$ cat config.mk
export PLATFORM = sky130hd
export DESIGN_NAME = acs_device_flat
export DESIGN_NICKNAME = d
export VERILOG_FILES = /design/src/acs_pkg.sv /design/src/acs_if.sv /design/src/acs_clkdiv.sv /design/src/acs_device.sv /design/src/flat_wrapper.sv
export SDC_FILE = /design/constraint.sdc
export NUM_CORES = 1
export LEC_CHECK = 0
export BUFFER_PORTS_ARGS = -buffer_cell sky130_fd_sc_hd__buf_2
export CAP_MARGIN = 10
export CELL_PAD_IN_SITES_DETAIL_PLACEMENT = 0
export CELL_PAD_IN_SITES_GLOBAL_PLACEMENT = 2
export CORE_UTILIZATION = 39
export CTS_BUF_LIST = sky130_fd_sc_hd__clkbuf_4 sky130_fd_sc_hd__clkbuf_8
export DETAILED_ROUTE_END_ITERATION = 10
export HOLD_SLACK_MARGIN = 0.02
export PLACE_DENSITY = 0.82
export SYNTH_ARGS = -nofsm -noshare
export SYNTH_HDL_FRONTEND = slang
export SYNTH_SLANG_ARGS = --single-unit
$ cat constraint.sdc
create_clock -name clk -period 3.49 [get_ports clk]
set_clock_uncertainty 0.1 [all_clocks]
set_input_delay 0.1745 -clock clk [delete_from_list [all_inputs] [get_ports clk]]
set_output_delay 0.1745 -clock clk [all_outputs]
set_load 0.05 [all_outputs]
$ cat src/acs_pkg.sv
// package for the conversion sequencer: field layout, register offsets, states, timing
// assumes one 250 MHz system clock shared by controller and converter ends
package acs_pkg;
  localparam int CLK_PERIOD_NS = 4;
  localparam int RESULT_W = 12;
  localparam logic [11:0] FULL_SCALE = 12'hFFF;
  localparam int CLKSEL_W = 3;
  localparam int DIV_W = 7;
  localparam logic [3:0] SAMPLE_LAST = 4'h3;
  localparam logic [3:0] CONV_LAST = 4'hF;
  // controller register offsets
  localparam logic [3:0] REG_CTRL0 = 4'h0;
  localparam logic [3:0] REG_CTRL1 = 4'h1;
  localparam logic [3:0] REG_CTRL2 = 4'h2;
  localparam logic [3:0] REG_INTCTL = 4'h3;
  localparam logic [3:0] REG_RESH = 4'h4;
  localparam logic [3:0] REG_RESL = 4'h5;
  // field positions
  localparam int CTRL0_POWER = 0;
  localparam int CTRL0_START = 1;
  localparam int CTRL0_BUSY = 2;
  localparam int CTRL0_CHAN = 4;
  localparam int CTRL1_CLKSEL = 0;
  localparam int CTRL1_SRC = 4;
  localparam int CTRL2_FORMAT = 0;
  localparam int CTRL2_REF = 2;
  localparam int INT_GLOBAL = 0;
  localparam int INT_CONV = 1;
  localparam int INT_FLAG = 2;
  localparam logic [7:0] REG_RESET = 8'h00;
  typedef enum logic [1:0] {
    ACS_IDLE = 2'b00,
    ACS_ARMED = 2'b01,
    ACS_SAMPLE = 2'b11,
    ACS_CONVERT = 2'b10
  } acs_state_t;
endpackage

$ cat src/acs_if.sv
// interface joining the register-side controller to the converter sequencer
// assumes both ends run on the same clk
`timescale 1ns/1ps
interface acs_if;
  logic conv_power_enable;
  logic start;
  logic [3:0] external_channel_select;
  logic [2:0] conv_clock_select;
  logic [3:0] input_source_select;
  logic result_format_select;
  logic [1:0] reference_select;
  logic global_int_enable;
  logic conv_int_enable;
  logic int_flag_clear;
  logic conv_busy_flag;
  logic conv_int_request_flag;
  logic conv_irq;
  logic [7:0] result_high_reg;
  logic [7:0] result_low_reg;
  modport host (
    output conv_power_enable, start, external_channel_select, conv_clock_select, input_source_select,
    output result_format_select, reference_select, global_int_enable, conv_int_enable, int_flag_clear,
    input conv_busy_flag, conv_int_request_flag, conv_irq, result_high_reg, result_low_reg
  );
  modport dev (
    input conv_power_enable, start, external_channel_select, conv_clock_select, input_source_select,
    input result_format_select, reference_select, global_int_enable, conv_int_enable, int_flag_clear,
    output conv_busy_flag, conv_int_request_flag, conv_irq, result_high_reg, result_low_reg
  );
endinterface

$ cat src/acs_clkdiv.sv
// converter clock divider: one-cycle tick at system clock / 2^sel
// assumes restart is a same-clock pulse that realigns the tick phase
`timescale 1ns/1ps
module acs_clkdiv (
  input wire logic clk, // system clock
  input wire logic arst_n, // async reset, active low
  input wire logic restart, // realign divider
  input wire logic [acs_pkg::CLKSEL_W-1:0] sel, // divide select
  output logic tick // one converter clock period elapsed
);
  logic [acs_pkg::DIV_W-1:0] cnt;
  wire [acs_pkg::DIV_W-1:0] mask = acs_pkg::DIV_W'((8'h01 << sel) - 8'h01);
  wire at_end = &(cnt | ~mask);

  assign tick = at_end & ~restart;

  always_ff @(posedge clk or negedge arst_n) begin
    if (!arst_n) begin
      cnt <= '0;
    end else if (restart || at_end) begin
      cnt <= '0;
    end else begin
      cnt <= cnt + 1'b1;
    end
  end
endmodule

$ cat src/acs_device.sv
// converter end: start-pulse decode, 4+12 clock sample/convert sequence, busy,
// request flag, result registers and analog input routing
// assumes analog_code is the front end's digitised level, steady across sampling
//
// Our own choices: the register offsets and the strobed register port.
`timescale 1ns/1ps
module acs_device (
  input wire logic clk, // system clock
  input wire logic arst_n, // async reset, active low
  acs_if.dev bus, // control from the controller end
  input wire logic [acs_pkg::RESULT_W-1:0] analog_code, // front-end level to convert
  output logic converter_powered, // analog core power
  output logic sample_active, // sample switch closed
  output logic ext_channel_enable, // external channel connected
  output logic [3:0] ext_channel, // external channel number
  output logic [2:0] internal_select, // internal signal code, 0 when none
  output logic ground_select, // converter input tied to ground
  output logic [1:0] reference_out // reference source to analog core
);
  acs_pkg::acs_state_t state, next_state;
  logic start_q;
  logic [3:0] cnt;
  logic busy;
  logic flag;
  logic [acs_pkg::RESULT_W-1:0] code_s1, code_s2, held, sar;

  wire power = bus.conv_power_enable;
  wire start_rise = bus.start & ~start_q;
  wire start_fall = ~bus.start & start_q;
  wire launch = power & (state == acs_pkg::ACS_ARMED) & start_fall;
  wire running = (state == acs_pkg::ACS_SAMPLE) | (state == acs_pkg::ACS_CONVERT);
  wire tick;
  wire sample_end = (state == acs_pkg::ACS_SAMPLE) & tick & (cnt == acs_pkg::SAMPLE_LAST);
  wire done = power & ~start_rise & (state == acs_pkg::ACS_CONVERT) & tick
    & (cnt == acs_pkg::CONV_LAST);

  // successive approximation: counts 4..15 try bits 11..0, msb first
  wire [3:0] bit_idx = acs_pkg::CONV_LAST - cnt;
  wire [acs_pkg::RESULT_W-1:0] trial = sar | (acs_pkg::RESULT_W'(1) << bit_idx);
  wire keep = (trial <= held);
  wire [acs_pkg::RESULT_W-1:0] next_sar = keep ? trial : sar;
  wire [7:0] next_high = bus.result_format_select ? {4'h0, next_sar[11:8]} : next_sar[11:4];
  wire [7:0] next_low = bus.result_format_select ? next_sar[7:0] : {next_sar[3:0], 4'h0};

  // aborted by power loss: busy drops without the request flag
  wire next_busy = power & (launch | (busy & ~done));
  wire next_flag = done | (flag & ~bus.int_flag_clear);

  wire [3:0] src = bus.input_source_select;
  wire src_ground = (src[3:2] == 2'b10);
  wire src_internal = ~src[3] & (src[1:0] != 2'b00);
  wire src_external = ~src_ground & ~src_internal;

  acs_clkdiv u_div (
    .clk(clk),
    .arst_n(arst_n),
    .restart(launch),
    .sel(bus.conv_clock_select),
    .tick(tick)
  );

  // the sequence advances on divider ticks alone, no software involvement
  always_comb begin
    next_state = state;
    case (state)
      acs_pkg::ACS_IDLE: begin
        if (start_rise) begin
          next_state = acs_pkg::ACS_ARMED;
        end
      end
      acs_pkg::ACS_ARMED: begin
        if (start_fall) begin
          next_state = acs_pkg::ACS_SAMPLE;
        end
      end
      acs_pkg::ACS_SAMPLE: begin
        if (start_rise) begin
          next_state = acs_pkg::ACS_ARMED;
        end else if (sample_end) begin
          next_state = acs_pkg::ACS_CONVERT;
        end
      end
      acs_pkg::ACS_CONVERT: begin
        if (start_rise) begin
          next_state = acs_pkg::ACS_ARMED;
        end else if (done) begin
          next_state = acs_pkg::ACS_IDLE;
        end
      end
      default: begin
        next_state = acs_pkg::ACS_IDLE;
      end
    endcase
    if (!power) begin
      next_state = acs_pkg::ACS_IDLE;
    end
  end

  always_ff @(posedge clk or negedge arst_n) begin
    if (!arst_n) begin
      state <= acs_pkg::ACS_IDLE;
      start_q <= 1'b0;
      busy <= 1'b0;
      flag <= 1'b0;
    end else begin
      state <= next_state;
      start_q <= bus.start;
      busy <= next_busy;
      flag <= next_flag;
    end
  end

  always_ff @(posedge clk or negedge arst_n) begin
    if (!arst_n) begin
      cnt <= 4'h0;
    end else if (launch) begin
      cnt <= 4'h0;
    end else if (running && tick) begin
      cnt <= cnt + 4'h1;
    end
  end

  // the front-end word is treated as a quasi-static level, hence a plain two-stage sync
  always_ff @(posedge clk or negedge arst_n) begin
    if (!arst_n) begin
      code_s1 <= '0;
      code_s2 <= '0;
    end else begin
      code_s1 <= analog_code;
      code_s2 <= code_s1;
    end
  end

  always_ff @(posedge clk or negedge arst_n) begin
    if (!arst_n) begin
      held <= '0;
    end else if (state == acs_pkg::ACS_SAMPLE && tick) begin
      held <= src_ground ? '0 : code_s2;
    end
  end

  always_ff @(posedge clk or negedge arst_n) begin
    if (!arst_n) begin
      sar <= '0;
    end else if (launch) begin
      sar <= '0;
    end else if (state == acs_pkg::ACS_CONVERT && tick) begin
      sar <= next_sar;
    end
  end

  // results land on the same edge that drops busy
  always_ff @(posedge clk or negedge arst_n) begin
    if (!arst_n) begin
      bus.result_high_reg <= 8'h00;
      bus.result_low_reg <= 8'h00;
    end else if (done) begin
      bus.result_high_reg <= next_high;
      bus.result_low_reg <= next_low;
    end
  end

  always_ff @(posedge clk or negedge arst_n) begin
    if (!arst_n) begin
      bus.conv_irq <= 1'b0;
    end else begin
      bus.conv_irq <= next_flag & bus.conv_int_enable & bus.global_int_enable;
    end
  end

  always_ff @(posedge clk or negedge arst_n) begin
    if (!arst_n) begin
      converter_powered <= 1'b0;
      sample_active <= 1'b0;
      ext_channel_enable <= 1'b0;
      ext_channel <= 4'h0;
      internal_select <= 3'h0;
      ground_select <= 1'b0;
      reference_out <= 2'h0;
    end else begin
      converter_powered <= power;
      sample_active <= (next_state == acs_pkg::ACS_SAMPLE);
      ext_channel_enable <= power & src_external;
      ext_channel <= bus.external_channel_select;
      internal_select <= src_internal ? src[2:0] : 3'h0;
      ground_select <= src_ground;
      reference_out <= bus.reference_select;
    end
  end

  assign bus.conv_busy_flag = busy;
  assign bus.conv_int_request_flag = flag;
endmodule

$ cat src/flat_wrapper.sv
// flat-port wrapper written by rule: the top's interface ports become plain ports
module acs_device_flat 
  (clk, arst_n, analog_code, converter_powered, sample_active, ext_channel_enable, ext_channel, internal_select, ground_select, reference_out, bus_conv_power_enable, bus_start, bus_external_channel_select, bus_conv_clock_select, bus_input_source_select, bus_result_format_select, bus_reference_select, bus_global_int_enable, bus_conv_int_enable, bus_int_flag_clear, bus_conv_busy_flag, bus_conv_int_request_flag, bus_conv_irq, bus_result_high_reg, bus_result_low_reg);
  acs_if bus_i ();
  input wire logic clk;
  input wire logic arst_n;
  input wire logic [acs_pkg::RESULT_W-1:0] analog_code;
  output logic converter_powered;
  output logic sample_active;
  output logic ext_channel_enable;
  output logic [3:0] ext_channel;
  output logic [2:0] internal_select;
  output logic ground_select;
  output logic [1:0] reference_out;
  input wire logic [$bits(bus_i.conv_power_enable)-1:0] bus_conv_power_enable;
  input wire logic [$bits(bus_i.start)-1:0] bus_start;
  input wire logic [$bits(bus_i.external_channel_select)-1:0] bus_external_channel_select;
  input wire logic [$bits(bus_i.conv_clock_select)-1:0] bus_conv_clock_select;
  input wire logic [$bits(bus_i.input_source_select)-1:0] bus_input_source_select;
  input wire logic [$bits(bus_i.result_format_select)-1:0] bus_result_format_select;
  input wire logic [$bits(bus_i.reference_select)-1:0] bus_reference_select;
  input wire logic [$bits(bus_i.global_int_enable)-1:0] bus_global_int_enable;
  input wire logic [$bits(bus_i.conv_int_enable)-1:0] bus_conv_int_enable;
  input wire logic [$bits(bus_i.int_flag_clear)-1:0] bus_int_flag_clear;
  output wire logic [$bits(bus_i.conv_busy_flag)-1:0] bus_conv_busy_flag;
  output wire logic [$bits(bus_i.conv_int_request_flag)-1:0] bus_conv_int_request_flag;
  output wire logic [$bits(bus_i.conv_irq)-1:0] bus_conv_irq;
  output wire logic [$bits(bus_i.result_high_reg)-1:0] bus_result_high_reg;
  output wire logic [$bits(bus_i.result_low_reg)-1:0] bus_result_low_reg;
  assign bus_i.conv_power_enable = bus_conv_power_enable;
  assign bus_i.start = bus_start;
  assign bus_i.external_channel_select = bus_external_channel_select;
  assign bus_i.conv_clock_select = bus_conv_clock_select;
  assign bus_i.input_source_select = bus_input_source_select;
  assign bus_i.result_format_select = bus_result_format_select;
  assign bus_i.reference_select = bus_reference_select;
  assign bus_i.global_int_enable = bus_global_int_enable;
  assign bus_i.conv_int_enable = bus_conv_int_enable;
  assign bus_i.int_flag_clear = bus_int_flag_clear;
  assign bus_conv_busy_flag = bus_i.conv_busy_flag;
  assign bus_conv_int_request_flag = bus_i.conv_int_request_flag;
  assign bus_conv_irq = bus_i.conv_irq;
  assign bus_result_high_reg = bus_i.result_high_reg;
  assign bus_result_low_reg = bus_i.result_low_reg;
  acs_device u_core (.clk(clk), .arst_n(arst_n), .bus(bus_i), .analog_code(analog_code), .converter_powered(converter_powered), .sample_active(sample_active), .ext_channel_enable(ext_channel_enable), .ext_channel(ext_channel), .internal_select(internal_select), .ground_select(ground_select), .reference_out(reference_out));
endmodule
Word level (Yosys, flattened, before mapping)
Cells that the tools add are included.
{"block": "word_totals", "register_bits": 94, "latchBits": 0, "ram_bits": 0, "romBits": 0, "inputBits": 33, "out_inout_bits": 32, "wordCells": 95, "memories": 0}
{"block": "classes", "addsub": 4, "n_mul": 0, "n_div": 0, "order_cmp": 1, "eq_ne": 7, "shift": 2, "mux": 18, "bitwise": 34, "n_reduce_logical": 9}
{"cell": "2-to-1 mux 12 bit", "n": 4}
{"cell": "bitwise AND 1 bit", "n": 19}
{"cell": "2-to-1 mux 8 bit", "n": 2}
{"cell": "2-to-1 mux 2 bit", "n": 7}
{"cell": "<= comparator 12 bit", "n": 1}
{"cell": "OR 12 bit", "n": 1}
{"cell": "left shift 1 x 4 -> 12 bit (first input constant)", "n": 1}
{"cell": "NOT 1 bit", "n": 9}
{"cell": "== test 2 bit (second input constant)", "n": 4}
{"cell": "2-to-1 mux 4 bit", "n": 2}
{"cell": "case mux 2 bit (4 select lines)", "n": 1}
{"cell": "adder 7 x 1 -> 7 bit (second input constant)", "n": 1}
{"cell": "2-to-1 mux 7 bit", "n": 1}
{"cell": "NOT 7 bit", "n": 1}
{"cell": "OR 7 bit", "n": 1}
{"cell": "AND reduction 7 bit", "n": 1}
{"cell": "left shift 1 x 3 -> 7 bit (first input constant)", "n": 1}
{"cell": "subtractor 7 x 1 -> 7 bit (second input constant)", "n": 1}
{"cell": "nonzero test 2 bit", "n": 3}
{"cell": "adder 4 x 1 -> 4 bit (second input constant)", "n": 1}
{"cell": "== test 4 x 2 -> 1 bit (second input constant)", "n": 1}
{"cell": "== test 4 bit (second input constant)", "n": 1}
{"cell": "subtractor 4 bit (first input constant)", "n": 1}
{"cell": "logical AND 1 bit", "n": 3}
{"cell": "5 further kinds", "n": 7}

Longest topological paths before layout
Gate-level depths: netlist (run 1).
{"block": "depth", "depth_word": 13, "ltp_mapped": 13, "ltp_nobuf": 11}

Hierarchy
A second synthesis (run 1) with hierarchy kept.
{"block": "unflattened", "hier_cells": 391, "area_unflattened_um2": 4112.7}
{"mod": "acs_device", "instances": 1, "cells_per_inst": 352, "area_per_inst_um2": 3717.3, "seq_area_each_um2": 2177.1}
{"mod": "acs_clkdiv", "instances": 1, "cells_per_inst": 39, "area_per_inst_um2": 395.4, "seq_area_each_um2": 175.2}

Least setup slack after synthesis (run 1)
No wires, ideal clock.
{"block": "synth_timing", "path_type": "reg-to-reg", "startpoint": "register u_core.cnt[0]", "endpoint": "register u_core.sar[0] (netlist name)", "setup_time_ps": 92, "t_arrival_ps": 2696, "required_ps": 3298, "setup_slack_ps": 601, "path_stages_with_launch": 14, "path_buffers": 2, "synth_period_minus_slack_ps": 2889, "cell_sequence": "dfrtp_1 > ha_1 > ha_1 > nor2b_1 > inv_1 > nand2_1 > ha_1 > nand4_2 > or4_1 > buf_2 > nand2_2 > o211ai_4 > buf_6 > o31ai_2"}
{"block": "synth_via", "elab_chain_len": 7}
{"item": "start, declared", "line_no": "acs_device.sv:22", "source": "logic [3:0] cnt;"}
{"item": "start signal, assigned", "line_no": "acs_device.sv:119", "source": "cnt <= cnt + 4'h1;"}
{"item": "subtractor 4 bit *", "line_no": "acs_device.sv:38", "source": "wire [3:0] bit_idx = acs_pkg::CONV_LAST - cnt;"}
{"item": "left shift 1 x 4 -> 12 bit *", "line_no": "acs_device.sv:39", "source": "wire [acs_pkg::RESULT_W-1:0] trial = sar | (acs_pkg::RESULT_W'(1) << bit_idx);"}
{"item": "OR 12 bit *", "line_no": "acs_device.sv:39"}
{"item": "<= comparator 12 bit", "line_no": "acs_device.sv:40", "source": "wire keep = (trial <= held);"}
{"item": "2-to-1 mux 12 bit *", "line_no": "acs_device.sv:41", "source": "wire [acs_pkg::RESULT_W-1:0] next_sar = keep ? trial : sar;"}
{"item": "2-to-1 mux 12 bit *", "line_no": "acs_device.sv:147", "source": "end else if (state == acs_pkg::ACS_CONVERT && tick) begin"}
{"item": "2-to-1 mux 12 bit *", "line_no": "acs_device.sv:145", "source": "end else if (launch) begin"}
{"item": "end signal, assigned", "line_no": "acs_device.sv:148", "source": "sar <= next_sar;"}
{"item": "end, declared", "line_no": "acs_device.sv:25", "source": "logic [acs_pkg::RESULT_W-1:0] code_s1, code_s2, held, sar;"}
Every way passes the cells marked *; elsewhere a longest branch is shown, timed or not. The select of a mux whose other input is x is not followed.
A chain may end at the register's enable or synchronous reset.

Worst setup path in the final report (run 1)
{"block": "layout_timing", "startpoint": "register u_core.cnt[0]", "endpoint": "register u_core.bus.result_high_reg[1]"}
{"block": "layout_via", "elab_chain_len": 6, "elab_cells_between_ends": 8, "cone_classes": "1 x add/sub; 1 x order compare; 1 x eq/ne; 1 x shift; 2 x mux; 2 x bitwise"}
{"item": "subtractor 4 bit", "line_no": "acs_device.sv:38"}
{"item": "left shift 1 x 4 -> 12 bit", "line_no": "acs_device.sv:39"}
{"item": "OR 12 bit", "line_no": "acs_device.sv:39"}
{"item": "<= comparator 12 bit", "line_no": "acs_device.sv:40"}
{"item": "2-to-1 mux 12 bit", "line_no": "acs_device.sv:41"}
{"item": "2-to-1 mux 8 bit", "line_no": "acs_device.sv:42", "source": "wire [7:0] next_high = bus.result_format_select ? {4'h0, next_sar[11:8]} : next_sar[11:4];"}
{"item": "end signal, assigned", "line_no": "acs_device.sv:158", "source": "bus.result_high_reg <= next_high;"}
{"item": "end, declared", "line_no": "acs_if.sv:28", "source": "output conv_busy_flag, conv_int_request_flag, conv_irq, result_high_reg, result_low_reg"}
Parallel ways exist; a longest one is shown, timed or not.

==> results of run 1 <==
-- worst min-delay path: cells and delay by family --
kind	cells	cell delay, ns
and+or+nand+nor	3	0.30
buffers and inverters	1	0.09
-- through the flow --
stage	setup TNS [ns]	worst slack [ns]	utilization [%]	power, mW
after floorplan	0	0.601	-	1.50
final	0	0.223	48.8	2.35
after detailed placement	0	0.134	44.5	1.61
after global routing	-0.00149	-0.00149	48.8	2.49
after CTS	0	0.126	48.8	2.39
after global placement	0	0.153	44.5	1.60
-- worst max path at each step --
| stage | endpoint | depth (start not counted) | start | slack, ns |
|---|---|---|---|---|
| global route | u_core.sar[10] | 11 | u_core.cnt[0] | -0.001 |
| global placement | u_core.bus.result_low_reg[3] | 10 | u_core.cnt[2] | 0.15 |
| CTS | u_core.bus.result_low_reg[3] | 10 | u_core.cnt[1] | 0.13 |
| finish | u_core.bus.result_high_reg[1] | 12 | u_core.cnt[0] | 0.22 |
| detailed placement | u_core.bus.result_low_reg[3] | 10 | u_core.cnt[1] | 0.13 |
| floorplan | u_core.sar[0] | 13 | u_core.cnt[0] | 0.60 |
-- what timing repair did --
| action | 4_1_cts | 5_1_grt |
|---|---|---|
| endpoints found under the hold margin | 105 | 0 |
| setup endpoints to repair | 0 | 4 |
| hold buffers | 29 | 0 |
| resized for setup | 0 | 3 |
-- logic make-up (layout without fill, tap and decap cells) --
| group | count (synthesis) | count (layout) | synth area share, % |
|---|---|---|---|
| mux | 20 | 20 | 4.41 |
| fa+ha+maj | 20 | 20 | 5.35 |
| xor+xnor | 5 | 5 | 0.936 |
| flops | 94 | 94 | 50.3 |
| buf+inv | 48 | 154 | 5.62 |
| simple gates | 125 | 125 | 13.9 |
| compound gates | 113 | 113 | 19.6 |
-- synthesized netlist by cell type, drive strengths merged, types with 2 or more instances --
cell type,instances
dfrtp,94
nand2,50
inv,30
o31ai,24
o21ai,22
a21oi,21
nor2,21
ha,20
mux2i,15
nand3,15
o211ai,14
nand2b,11
buf,10
clkbuf,8
a2111oi,6
nor2b,6
nor4,6
mux2,5
a31oi,4
o21a,4
and3,3
nand4,3
nor3,3
o311a,3
xnor2,3
a221oi,2
and2b,2
o22a,2
o22ai,2
xor2,2
-- cells in the final DEF, fill, tap and decap left out, drive strengths merged, types with 11 or more instances in the layout --
cell and count:
o211ai 14, buf 79, o21ai 22, a21oi 21
inv 30, nand3 15, nand2b 11, ha 20
dfrtp 94, nor2 21, nand2 50, mux2i 15
clkbuf 11, o31ai 24, dlygate4sd3 29
-- area by class of cell --
class,count,area share [%]
Clock buffer,11,2.68
Multi-Input combinational cell,283,36.7
Inverter,30,1.99
Tap cell,143,3.17
Clock inverter,5,1.02
Sequential cell,94,41.6
Timing Repair Buffer,108,12.8
-- per-layer routing --
layer	vias to the layer above	share of wire, %	wire, µm	track usage, %
li1	1731	-	-	-
met1	1702	49	5240	26.3
met2	102	45	4810	28.4
met3	16	4.6	492	3.10
met4	0	2.1	231	8.20
met5	-	0	0	0
-- power by group through the flow --
stage | Combinational (mW) | Sequential, mW | Clock [mW]
finish | 0.383 | 1.22 | 0.749
global route | 0.429 | 1.23 | 0.825
CTS | 0.388 | 1.22 | 0.778
detailed placement | 0.363 | 1.24 | 0
global placement | 0.356 | 1.24 | 0
floorplan | 0.246 | 1.25 | 0
==> impl_metrics.ini, run 1 <==
[floorplanning]
core_area_um2 = 11600
fp.dieH_um = 112
initial_core_util_pct = 40.5
dieWidth_um = 112
ios = 65
row_count = 39
die_area_um2 = 12400

[cts]
cts.sinks = 94
cts_buffers = 9
root_buffer = clkbuf_8
clk_latency_ns = 0.38
postCtsSetupBuffers = 0
cts_tree = done
path_clk_slew_ns = 0.10
cts.path.max_buffers = 2
htreeDepth = 3

[power_and_ir_drop]
sequentialPowerShare_pct = 51.9
p_int_mw = 1.68
clkPwrFrac_pct = 31.9
p_comb_share_pct = 16.3
switchingPower_mw = 0.674
p_sw_share_pct = 28.7
p_per_area_nw_per_um2 = 416
ir_worst_vdd_v = 0.000294
p_leak_nw = 2.80

[critical_path]
r2r_end = u_core.bus.result_high_reg[1]
cp-start-kind = flip-flop
cp_max_fo = 12
rrSetupSlack_ns = 0.22
critPathCaptureType = flip-flop
reg2reg_depth = 12
path_buf_inv = 2
critPathArrivalTime_ns = 3.45
worstSetupPathType = reg2reg
max_stage_delay_ns = 0.60
required_ns = 3.68
slowest_stage = or4_1
crit_chain = ha_1, ha_1, nor2b_1, inv_1, nand2_1, ha_1, nand4_2, or4_1, buf_4, a21oi_1, nor4_1, o31ai_1
cpMostUsedCell = ha_1
path_delay_family = simple AND/OR/NAND/NOR gates
worstReg2RegStart = u_core.cnt[0]

[sta]
fin_crit_ns = 3.27
setup_viol = 0
max_slew.worst_pin.slew_ns = 0.988
holdWs_ns = 0.138
period_share_pct = 93.6
hold_viol_final = 0
maxSlewHeadroom_pct = 34.1
drv_slew = 0
timing.fmax_ghz = 0.306

[final_layout]
nets = 579
diodes = 0
drive_gt1_share_pct = 24.9
final_cells = 674
multiInputGateArea_um2 = 2070
fillCellCount = 1085
area_growth_pct = 20.8
regArea_um2 = 2350
design_area_um2 = 5650

[global_route]
antenna_found_initial = 0
grt_max_degree = 79
grt_overflow_total = 0
grt_pass1_wl_um = 17900
first_global_vias = 3367
groute.usage.overall_pct = 18.7

[status]
outcome = finished with violations
failed_checks = design-rule violations

[placed_design]
port_buffers = 64
place_congestion = 0.934
dpl.hpwl_um = 7640
place_area_um2 = 5140
dp.cells = 629

[logic_synthesis]
ys_seq_elements = 94
synth_nets = 478
synthTopCellsByArea = dfrtp_1 50%, ha_1 5.3%, nand2_1 3.8%
synth_cells = 425
synthFlopType = dfrtp_1
netlist_area_um2 = 4680
synth_top_cell_by_area = dfrtp_1
synth_top_area_share_pct = 50.3
ys_seq_area_share_pct = 50.3
avgSynthCellArea_um2 = 11.0
yosys_warnings = 0
netlist-cell-type-count = 64
synth_edf_count = 0
synthArstFlopShare_pct = 100

[flow_run]
max_cap_violations = 0

[routing]
drt_iter0_markers = 302
drt_first_pass_iters = 8
avgViaCountPerCell = 5.27
drt.antenna.violating_nets = 0
vias = 3551
drc = 5
drt-total-wl_um = 10800
drt-wirelength-per-cell_um = 16.0

[worst_hold_path]
whs_path_depth = 4
min_to = u_core.internal_select[2]
hp-class = in2reg
hp-start = bus_input_source_select[0]
No activity file was read; power rests on OpenSTA's default activity.
==> run 2: changes to the inputs <==
--- a/config.mk
+++ b/config.mk
@@ -9,11 +9,11 @@
 export CAP_MARGIN = 10
 export CELL_PAD_IN_SITES_DETAIL_PLACEMENT = 0
 export CELL_PAD_IN_SITES_GLOBAL_PLACEMENT = 2
-export CORE_UTILIZATION = 39
+export CORE_UTILIZATION = 42
 export CTS_BUF_LIST = sky130_fd_sc_hd__clkbuf_4 sky130_fd_sc_hd__clkbuf_8
 export DETAILED_ROUTE_END_ITERATION = 10
 export HOLD_SLACK_MARGIN = 0.02
-export PLACE_DENSITY = 0.82
+export PLACE_DENSITY = 0.88
 export SYNTH_ARGS = -nofsm -noshare
 export SYNTH_HDL_FRONTEND = slang
 export SYNTH_SLANG_ARGS = --single-unit
==> constraint.sdc (replaced) <==
create_clock -name clk -period 4.1 [get_ports clk]
set_clock_uncertainty 0.1 [all_clocks]
set_input_delay 0.205 -clock clk [delete_from_list [all_inputs] [get_ports clk]]
set_output_delay 0.205 -clock clk [all_outputs]
set_load 0.05 [all_outputs]
==> run 2 against run 1 <==
The flow now finishes without violations; utilization rose by 2.7 points; via count is 0.39% lower; non-clock buffer count decreased by 13; global-route usage grew 1.2 points; largest cell class unchanged; die area shrank 7.0%; clock-buffer cell count fell by 1; critical path depth down 1; sequential cell count did not move; combinational power is 14% lower; clock power rose by 2%.
==> impl_metrics.ini, run 2 (synthesized netlist as in run 1, its figures left out) <==
[critical_path]
cp_max_fo = 15
critPathCaptureType = flip-flop
cp-start-kind = flip-flop
critPathArrivalTime_ns = 3.75
worstSetupPathType = reg2reg
required_ns = 4.27

[sta]
rsz0062_at_grt = false
max_slew.worst_pin.slew_ns = 0.848
period_share_pct = 87.4
fin_crit_ns = 3.58
setup-tns-final_ns = 0
maxSlewHeadroom_pct = 43.5
holdWs_ns = 0.183
setup_viol = 0
hold_viol_final = 0
drv_slew = 0
timing.fmax_ghz = 0.279

[floorplanning]
ios = 65
core_area_um2 = 10800
row_count = 38
dieWidth_um = 108
die_area_um2 = 11600
fp.dieH_um = 108
initial_core_util_pct = 43.2

[power_and_ir_drop]
p_per_area_nw_per_um2 = 381
p_total_mw = 2.13
clkPwrFrac_pct = 35.7
p_comb_share_pct = 15.5
ir_worst_vdd_v = 0.000213
sequentialPowerShare_pct = 48.7
p_int_mw = 1.54
p_leak_nw = 2.76
switchingPower_mw = 0.591
p_sw_share_pct = 27.7

[global_route]
grt_overflow_total = 0
groute.usage.overall_pct = 19.9
grt_max_degree = 65
antenna_found_initial = 0
first_global_vias = 3356
grt_pass1_wl_um = 17400

[routing]
drc = 0
vias = 3537
drt-total-wl_um = 10600
drt_iter0_markers = 184
drt-wirelength-per-cell_um = 16.1
drt_first_pass_iters = 5
avgViaCountPerCell = 5.38
drt.antenna.violating_nets = 0

[cts]
cts.sinks = 94
cts_buffers = 9
cts_tree = done
path_clk_slew_ns = 0.08
htreeDepth = 3
root_buffer = clkbuf_8
cts.path.max_buffers = 2
clk_latency_ns = 0.37
postCtsSetupBuffers = 0

[placed_design]
port_buffers = 64
dpl.hpwl_um = 7430
place_area_um2 = 5040
place_congestion = 0.890

[final_layout]
design_area_um2 = 5590
layout_common_cells = 94 x dfrtp_1, 63 x buf_2, 47 x nand2_1, 30 x inv_1, 29 x dlygate4sd3_1
layout_commonest_cell = dfrtp_1
drive_gt1_share_pct = 22.8
area_growth_pct = 19.4
diodes = 0
nets = 566

[flow_run]
max_cap_violations = 0

[status]
outcome = finished, final reports clean

[worst_hold_path]
hp-class = in2reg
## run 2: worst paths after layout
kind,from,end,slack (ns),depth (start not counted)
worst max-delay path,u_core.cnt[0],u_core.sar[10],0.52,11
worst min-delay path,bus_input_source_select[1],u_core.internal_select[2],0.18,4
worst max register to register,u_core.cnt[0],u_core.sar[10],0.52,11
min in group asynchronous,arst_n,u_core.u_div.cnt[4],0.35,2
max in group asynchronous,arst_n,u_core.sar[10],2.56,3
worst min register to register,u_core.code_s1[1],u_core.code_s2[1],0.24,0
## run 2: power groups by stage
| stage | sequential [mW] | clock (mW) | combinational (mW) |
|---|---|---|---|
| floorplan | 1.06 | 0 | 0.209 |
| global placement | 1.05 | 0 | 0.307 |
| detailed placement | 1.06 | 0 | 0.313 |
| CTS | 1.04 | 0.785 | 0.334 |
| global route | 1.05 | 0.818 | 0.366 |
| finish | 1.04 | 0.761 | 0.331 |
## run 2: per-stage QoR
step / utilization [%] / cells / setup WS (ns)
final: 51.5 / 658 / 0.516
after global routing: 51.5 / 658 / 0.338
after CTS: 51.5 / 658 / 0.556
after detailed placement: 46.5 / 613 / 0.542
after global placement: 46.5 / 613 / 0.647
after floorplan: - / 425 / 1.21
## run 2: worst max-delay path: stages, from the launching register on
cell,delay (ns)
dfrtp_1,0.43
ha_1,0.27
ha_1,0.22
nor2b_1,0.14
inv_1,0.13
nand2_1,0.11
ha_1,0.30
nand4_2,0.17
or4_1,0.81
nand2_2,0.30
o211ai_4,0.24
o31ai_1,0.28
## run 2: final cells by class
cell class,count,area [µm²]
Tap cell,140,175
Clock inverter,6,116
Fill cell,991,5260
Multi-Input combinational cell,283,2060
Clock buffer,10,138
Sequential cell,94,2350
Timing Repair Buffer,95,628
Inverter,30,113
## run 2: repair_timing
action,in CTS,in global routing
hold buffers,29,0
endpoints found under the hold margin,89,0
gates resized for setup,0,0
setup endpoints to repair,0,0
## run 2: metal layers
metal  routed length (µm)  global-route usage, %  vias to the layer above
met2                 4680                   29.3                      121
li1                     -                      -                     1702
met5                    0                      0                        -
met1                 5060                   28.3                     1686
met3                  531                   3.03                       28
met4                  339                   10.2                        0
